<file path="config.mk">
export PLATFORM = sky130hd
export DESIGN_NAME = sipg_gate
export DESIGN_NICKNAME = d
export VERILOG_FILES = /design/src/common/sipg_pkg.sv /design/src/rtl/sipg_gate.sv
export SDC_FILE = /design/constraint.sdc
export NUM_CORES = 1
export LEC_CHECK = 0
export BUFFER_PORTS_ARGS = -buffer_cell sky130_fd_sc_hd__buf_2
export CAP_MARGIN = 20
export CORE_AREA = 2 2 39 41
export DETAILED_ROUTE_END_ITERATION = 10
export DIE_AREA = 0 0 41 43
export SLEW_MARGIN = 15
export SYNTH_ARGS = -nofsm -noshare
export SYNTH_HDL_FRONTEND = slang
export SYNTH_SLANG_ARGS = --single-unit
</file>
<file path="constraint.sdc">
create_clock -name clock -period 1.85 [get_ports clock]
set_clock_uncertainty 0.15 [all_clocks]
set_input_delay 0.2775 -clock clock [delete_from_list [all_inputs] [get_ports clock]]
set_output_delay 0.2775 -clock clock [all_outputs]
set_load 0.02 [all_outputs]
</file>
<file path="src/common/sipg_pkg.sv">
// shared types and constants for the system instruction privilege gate
package sipg_pkg;

  // privilege level width and the most privileged level
  localparam logic [1:0] SIPG_PL_ZERO = 2'h0;

  // privilege class of an instruction, one-hot
  typedef enum logic [2:0] {
    SIPG_CLS_PRIV = 3'h1,
    SIPG_CLS_OS = 3'h2,
    SIPG_CLS_ANY = 3'h4
  } sipg_cls_t;

  // instruction codes presented by the decoder; the encoding is our own
  typedef enum logic [5:0] {
    SIPG_OP_NONE = 6'h00,
    SIPG_OP_REQ_LVL_ADJ = 6'h01,
    SIPG_OP_GLB_INT_CLR = 6'h02,
    SIPG_OP_INT_FLAG_CLR = 6'h03,
    SIPG_OP_TASK_SW_CLR = 6'h04,
    SIPG_OP_HALT = 6'h05,
    SIPG_OP_BRKPT = 6'h06,
    SIPG_OP_CACHE_INVAL = 6'h07,
    SIPG_OP_PAGE_INVAL = 6'h08,
    SIPG_OP_PAGE_INVAL_ALT = 6'h09,
    SIPG_OP_INT_RETURN = 6'h0A,
    SIPG_OP_ACC_RIGHTS_LD = 6'h0B,
    SIPG_OP_GDT_LOAD = 6'h0C,
    SIPG_OP_IDT_LOAD = 6'h0D,
    SIPG_OP_LDT_LOAD = 6'h0E,
    SIPG_OP_MSW_LOAD = 6'h0F,
    SIPG_OP_SEG_LIMIT_LD = 6'h10,
    SIPG_OP_TASK_REG_LOAD = 6'h11,
    SIPG_OP_MON_SETUP = 6'h12,
    SIPG_OP_CREG_MOVE = 6'h13,
    SIPG_OP_DREG_MOVE = 6'h14,
    SIPG_OP_MON_WAIT = 6'h15,
    SIPG_OP_SEG1_BASE_RD = 6'h16,
    SIPG_OP_SEG2_BASE_RD = 6'h17,
    SIPG_OP_MSR_READ = 6'h18,
    SIPG_OP_PMC_READ = 6'h19,
    SIPG_OP_TSC_READ = 6'h1A,
    SIPG_OP_TSC_ID_READ = 6'h1B,
    SIPG_OP_SMM_RETURN = 6'h1C,
    SIPG_OP_GDT_STORE = 6'h1D,
    SIPG_OP_IDT_STORE = 6'h1E,
    SIPG_OP_SECURE_INIT = 6'h1F,
    SIPG_OP_LDT_STORE = 6'h20
  } sipg_op_t;

  // one decoded instruction with the privilege it runs under
  typedef struct packed {
    logic valid;
    sipg_op_t op;
    logic [1:0] current_privilege_level;
  } sipg_req_t;

  // verdict for one instruction
  typedef struct packed {
    logic valid;
    logic allow;
    logic prot_fault;
    sipg_cls_t cls;
  } sipg_rsp_t;

  // verdict value while reset is held
  localparam sipg_rsp_t SIPG_RSP_RST = '{valid: 1'b0, allow: 1'b0,
    prot_fault: 1'b0, cls: SIPG_CLS_PRIV};

endpackage : sipg_pkg

</file>
<file path="src/rtl/sipg_gate.sv">
// privilege gate for system-management instructions
// What this block does
// RQ1: many system instructions need privilege zero; a subset runs anywhere
// RQ2: os-controlled instructions use a level set by system software
// RQ3: clear global interrupt flag only at privilege zero
// RQ4: clear task-switched flag only at privilege zero
// RQ5: invalidate page in alternate address space only at privilege zero
// RQ6: control register moves only at privilege zero
// RQ7: debug register moves only at privilege zero
// RQ8: secure init and jump only at privilege zero
// RQ9: timestamp with cpu id read is os-controlled
// RQ10: breakpoint accepted at any privilege level
// RQ11: system management mode return accepted at any level
// RQ12: requestor level adjust allowed at any level
// RQ13: segment base reads allowed at any level
// RQ14: privileged instruction above level zero is suppressed with a fault
module sipg_gate
  import sipg_pkg::*;
(
  input wire logic clock,
  input wire logic rst,
  input wire sipg_req_t req,
  input wire logic [1:0] os_max_level,
  output sipg_rsp_t rsp
);

  // ==========================================================
  // classification
  // unlisted codes fall to the privileged class, so a code the decoder
  // grows later can never run above level zero by accident
  function automatic sipg_cls_t classify(input sipg_op_t op);
    case (op)
      // RQ9 os-controlled class
      SIPG_OP_INT_FLAG_CLR, SIPG_OP_MON_SETUP, SIPG_OP_MON_WAIT,
      SIPG_OP_PMC_READ, SIPG_OP_TSC_READ, SIPG_OP_TSC_ID_READ:
        classify = SIPG_CLS_OS;
      // RQ10 RQ11 RQ12 RQ13 unprivileged subset
      SIPG_OP_REQ_LVL_ADJ, SIPG_OP_BRKPT, SIPG_OP_INT_RETURN,
      SIPG_OP_ACC_RIGHTS_LD, SIPG_OP_SEG_LIMIT_LD, SIPG_OP_SEG1_BASE_RD,
      SIPG_OP_SEG2_BASE_RD, SIPG_OP_SMM_RETURN, SIPG_OP_GDT_STORE,
      SIPG_OP_IDT_STORE, SIPG_OP_LDT_STORE:
        classify = SIPG_CLS_ANY;
      // RQ3 RQ4 RQ5 RQ6 RQ7 RQ8 all others need level zero
      default:
        classify = SIPG_CLS_PRIV;
    endcase
  endfunction : classify

  // ==========================================================
  // verdict
  wire sipg_cls_t cls_w = classify(req.op);
  wire logic at_zero_w = (req.current_privilege_level == SIPG_PL_ZERO);
  // the setting comes from a control register on this clock, so it is
  // read directly with no synchroniser
  // RQ2 os setting sets the highest level allowed
  wire logic os_ok_w = (req.current_privilege_level <= os_max_level);
  // RQ1 class against privilege
  wire logic allow_w = (cls_w == SIPG_CLS_ANY) ||
                       (cls_w == SIPG_CLS_PRIV && at_zero_w) ||
                       (cls_w == SIPG_CLS_OS && os_ok_w);
  wire logic live_w = req.valid && (req.op != SIPG_OP_NONE);

  // registered verdict, one cycle after the request
  always_ff @(posedge clock or posedge rst) begin
    if (rst) begin
      rsp <= SIPG_RSP_RST;
    end else begin
      rsp.valid <= live_w;
      rsp.allow <= live_w && allow_w;
      // RQ14 blocked instruction raises a fault
      rsp.prot_fault <= live_w && !allow_w;
      rsp.cls <= cls_w;
    end
  end
endmodule : sipg_gate

</file>
==> Yosys cells after proc, flatten, opt, wreduce, memory -nomap -nowiden <==
Memories as Yosys holds them, arrays and structs flattened.
Cells that the tools add are included.
Widths: inputs -> output; s select.
{ "totals": {"wordCells": 19, "memories": 1, "ff_bits": 6, "mem_bits_ro": 192} }
{ "op_classes": {"magnitude_cmp": 1, "eq_ne": 3, "n_reduce_logical": 10} }
{ "memory_table": {"columns": ["memory", "words", "width", "rd", "rd_ports_with_merged_regs", "wr", "line", "text"], "rows": [
  ["(name not given)", 64, 3, 1, 0, 0, "sipg_gate.sv:32", "case (op)"]
]} }
{ "op_table": {"columns": ["cell", "n"], "rows": [
  ["$reduce_bool 6->1", 1],
  ["$logic_and 1x1->1", 5],
  ["$eq 3x1->1 const B", 1],
  ["$eq 3x2->1 const B", 1],
  ["$eq 3x3->1 const B", 1],
  ["$le 2x2->1", 1],
  ["$logic_not 2->1", 1],
  ["$logic_or 1x1->1", 2],
  ["$logic_not 1->1", 1]
]} }

==> Logic depth before layout (Yosys ltp) <==
An unclocked memory read counts as a cell.
{ "depth": {"depth_word": 7, "mapped_depth": 6, "depth_no_buf": 6} }

==> Worst setup path after synthesis <==
No wires, ideal clock.
{ "synth_path": {"path_kind": "input-to-reg", "startpoint": "in req[2] (netlist name)", "endpoint": "reg rsp[3] (netlist name)", "required_ps": 1635, "stages": 6, "n_path_buf": 1, "slack_ps": 199, "arrival_time_ps": 1436, "path_cell_list": "buf_4 > or3b_4 > o21ai_2 > a211oi_2 > a2111oi_4 > o21a_1"} }
{ "synth_between": {"elab_chain_len": 7, "word_cells_on_any_way": 12, "classes_between": "eq/ne (3); reduce/logical (8); memory (1)"} }
{ "synth_lines": {"columns": ["element", "line", "text"], "rows": [
  ["from (decl)", "sipg_gate.sv:22", "input wire sipg_req_t req,"],
  ["$mem_v2 64x3 *", null, null],
  ["named net cls_w[0]", "sipg_gate.sv:51", "wire sipg_cls_t cls_w = classify(req.op);"],
  ["$eq 3x1->1", "sipg_gate.sv:59", "(cls_w == SIPG_CLS_PRIV && at_zero_w) ||"],
  ["$logic_and 1x1->1", "sipg_gate.sv:59", null],
  ["$logic_or 1x1->1", "sipg_gate.sv:58", "wire logic allow_w = (cls_w == SIPG_CLS_ANY) ||"],
  ["$logic_or 1x1->1 *", "sipg_gate.sv:59", null],
  ["$logic_not 1->1 *", "sipg_gate.sv:71", "rsp.prot_fault <= live_w && !allow_w;"],
  ["$logic_and 1x1->1 *", "sipg_gate.sv:71", null],
  ["to (decl)", "sipg_gate.sv:24", "output sipg_rsp_t rsp"]
]} }
The timed path passes the listed nets; every way through them passes the cells marked *.

==> Worst setup path after layout <==
{ "layout_path": {"startpoint": "in req[6] (netlist name)", "endpoint": "reg rsp[3] (netlist name)"} }
{ "layout_between": {"elab_chain_len": 7, "word_cells_on_any_way": 12, "classes_between": "eq/ne (3); reduce/logical (8); memory (1)"} }
{ "layout_lines": {"columns": ["element", "line"], "rows": [
  ["$mem_v2 64x3", null],
  ["$eq 3x1->1", "sipg_gate.sv:59"],
  ["$logic_and 1x1->1", "sipg_gate.sv:59"],
  ["$logic_or 1x1->1", "sipg_gate.sv:58"],
  ["$logic_or 1x1->1", "sipg_gate.sv:59"],
  ["$logic_not 1->1", "sipg_gate.sv:71"],
  ["$logic_and 1x1->1 *", "sipg_gate.sv:71"]
]} }
Every way passes the cells marked *; elsewhere a longest branch is shown, timed or not.

==> results list <==
- The register with the most flip-flops in the layout has 6 of them.
* Series of cell instances along the critical path: buf_2 -> nor4bb_1 -> o31ai_1 -> nand2_1 -> a2111oi_4 -> o21a_1
- Mean instance size in the synthesized netlist: 9.48 um2
- Kind of start point of the critical path: primary input
- Antenna violations before repair: 0
- Initial standard-cell utilization of the core: a little under two fifths
- Entering global routing, the biggest net connects 12 pins.
- Fill cells in the final layout number 135.
- In the final layout, the registers with the most flip-flops are rsp: 6 flops.
- By startpoint and endpoint, the worst setup path is classified as in -> reg.
* Num CTS Buffers: 3
* Drt first pass iters: 4
* Clock transition at the registers of the reported paths: around 50 ps
- At the end of routability-driven placement, the weighted congestion stood at between 0.7 and 0.8.
- STA puts the critical path data required time at about 1900 ps.
* Number of flops mapped to enable cells by yosys: 0
- In this run the standard cell core region covers 1380 um2.
- Post-layout utilization of the core: between 40% and 50%
- Max-cap check violation count: 0
- Measured along the x axis, the die boundary spans 41 um.
* Std-Cell Rows: 14
* Initial drt markers: 19
- Total power per unit cell area: 616 nW/um2
- Synthesized Nets: 69
- The die covers 1760 um2.
* Post-synthesis async set-or-reset flop share: 100%
* Final Routed Wirelength: 1.03 mm
* Total Routing Usage GR: 13.9%
* Max rail drop VDD: 0.192 mV
- Dpl cells: 85
* Instance count along the most critical hold path: 3
- Top reg by flops: rsp
- Ant diodes: 0
* I/O pins: 19
- Outcome: finished clean
- Setup TNS: 0 ps
- Post-synthesis register bit count: 6
* Die height: 43 um
- Once routing completed, OpenROAD measured the worst setup slack at 249 ps.
- H-tree Lvls: 1
- After detailed routing, the average wire length per cell comes to between 10 and 15 um.
- Max Clk Rate: around 620 MHz
* Clock sink count: 6
- After layout, the worst path uses 86.5% of the clock period.
* DP Worst Slack: just over 30 ps
- Residual DRC count: 0
- Share of the yosys chip area belonging to registers: about 30%
* Data arrival time of the critical path: 1630 ps
- Detailed placement ended at an HPWL of ~800 um.
- The count of buffers added on input and output ports is 18.
- Crit path capture type: flip-flop
* Clk root buf: clkbuf_4
- Static power due to leakage: 0.000307 uW
- Total setup violations reported at the end of the flow: 0
- Final critical-path required period: around 1600 ps
- For the pin with the worst max-slew slack, the measured transition is 397 ps.
* TritonCTS clock tree: done
- In the synthesized netlist, the number of instances is 54.
* Longest Clk Path Bufs: 2
* Final non-filler cell total: 90
- Setup repair after global routing left no endpoint under its margin.
* # Post-CTS Setup Buffers: 0
- The routed layout has 463 vias.
- The Yosys step of the flow raised 0 warnings.
* Biggest cell delay along the critical path: between 300 and 400 ps
* Count of cell types in the netlist: 33
- Fin. Hold Viols: 0
- Relative to the synthesized area, the layout overhead comes to 23.2%.
- The worst hold path belongs to the class in -> reg.
- Worst setup endpoint: rsp[3]
- After global routing the overflow that remains totals 0.
- The first global-routing pass estimated 1.72 mm of wire.
* Final number of max-transition violations: 0
* Dominant register cell in the synthesized netlist: dfrtp_1
- Of the cells placed in the final design, the portion with a size suffix greater than 1 is 41.9%.
* Final-layout worst hold slack: roughly 170 ps
* Post-detailed-route count of antenna-violating nets: 0
* Via count of the first global-routing pass: 425
- Count of nets after finishing: 90
* Post-synthesis instance area: 512 um2
* Worst setup path start: req[6]
- Critical-path cell with the highest stage delay: o31ai_1
* Via count normalized by instance count: 5.14
- Relative slew slack: about three quarters
- Critical-path maximum fanout: 10
## placed cells by master (no fill, tap or decap), types with 2 or more instances in the layout
cell type	instances
nor2_1	2
clkbuf_4	3
o31a_1	2
inv_1	5
buf_2	18
ha_1	2
dfrtp_1	5
o21ai_0	4
nand2_1	4
nor3_1	3
a21oi_1	2
## routing by layer
layer	part of all wire [%]	vias up	global-route usage, %
met2	48	24	21.6
met5	0	-	0
met1	43	206	17.4
met4	0	0	8.00
met3	9.0	0	1.57
li1	-	233	-
## where the power goes
group / total, uW / switching (uW) / internal, uW / leakage (uW)
combinational: 116 / 66.8 / 49.2 / 0.000218
sequential: 145 / 2.02 / 143 / 0.0000740
clock: 128 / 45.9 / 81.6 / 0.0000150
## kinds of logic after synthesis
group / share of synthesized area [%]
DFF: 29.6
and+or+nand+nor: 27.1
buffers and inverters: 10.5
adders and majority gates: 4.89
AOI/OAI and AO/OA: 26.2
xor gates and xnor gates: 1.71
## stage by stage
| stage | power (uW) | area [um2] |
|---|---|---|
| CTS | 397 | 631 |
| global placement | 261 | 594 |
| global route | 417 | 631 |
| finish | 388 | 631 |
| floorplan | 230 | 512 |
| detailed placement | 261 | 594 |
## worst min path at each step
stage | from | end | slack (ps)
after global placement | rst | rsp[5] | 40
after detailed placement | rst | rsp[3] | 50
after global routing | req[8] | rsp[5] | 170
final | req[8] | rsp[5] | 170
after CTS | req[8] | rsp[5] | 160
after floorplan | rst | rsp[1] | -80
## repair_timing
item,CTS,global route
hold buffers,1,0
endpoints found under the hold margin,5,0
gates resized for setup,0,0
setup endpoints to repair,0,0
## Yosys cell counts (2+ instances only)
cell type	n	area share, %
dfrtp_1	5	24
inv_1	5	3.7
nand2_1	4	2.9
o21ai_0	4	3.9
nor3_1	3	2.9
a21oi_1	2	2.0
buf_6	2	4.4
ha_1	2	4.9
nor2_1	2	1.5
o31a_1	2	3.4
## area by class of cell
class	count	area [um2]	share of cell area (%)
Multi-Input combinational cell	39	307	48.6
Timing Repair Buffer	20	108	17.1
Tap cell	16	20.0	3.17
Inverter	5	18.8	2.98
Clock buffer	4	26.3	4.17
Sequential cell	6	151	24.0
## worst max-delay path, delay by kind of cell
family	cells	cell delay, ps
and+or+nand+nor	2	320
buffers and inverters	1	150
AOI/OAI and AO/OA	3	880
(Power assumes the default switching activity.)
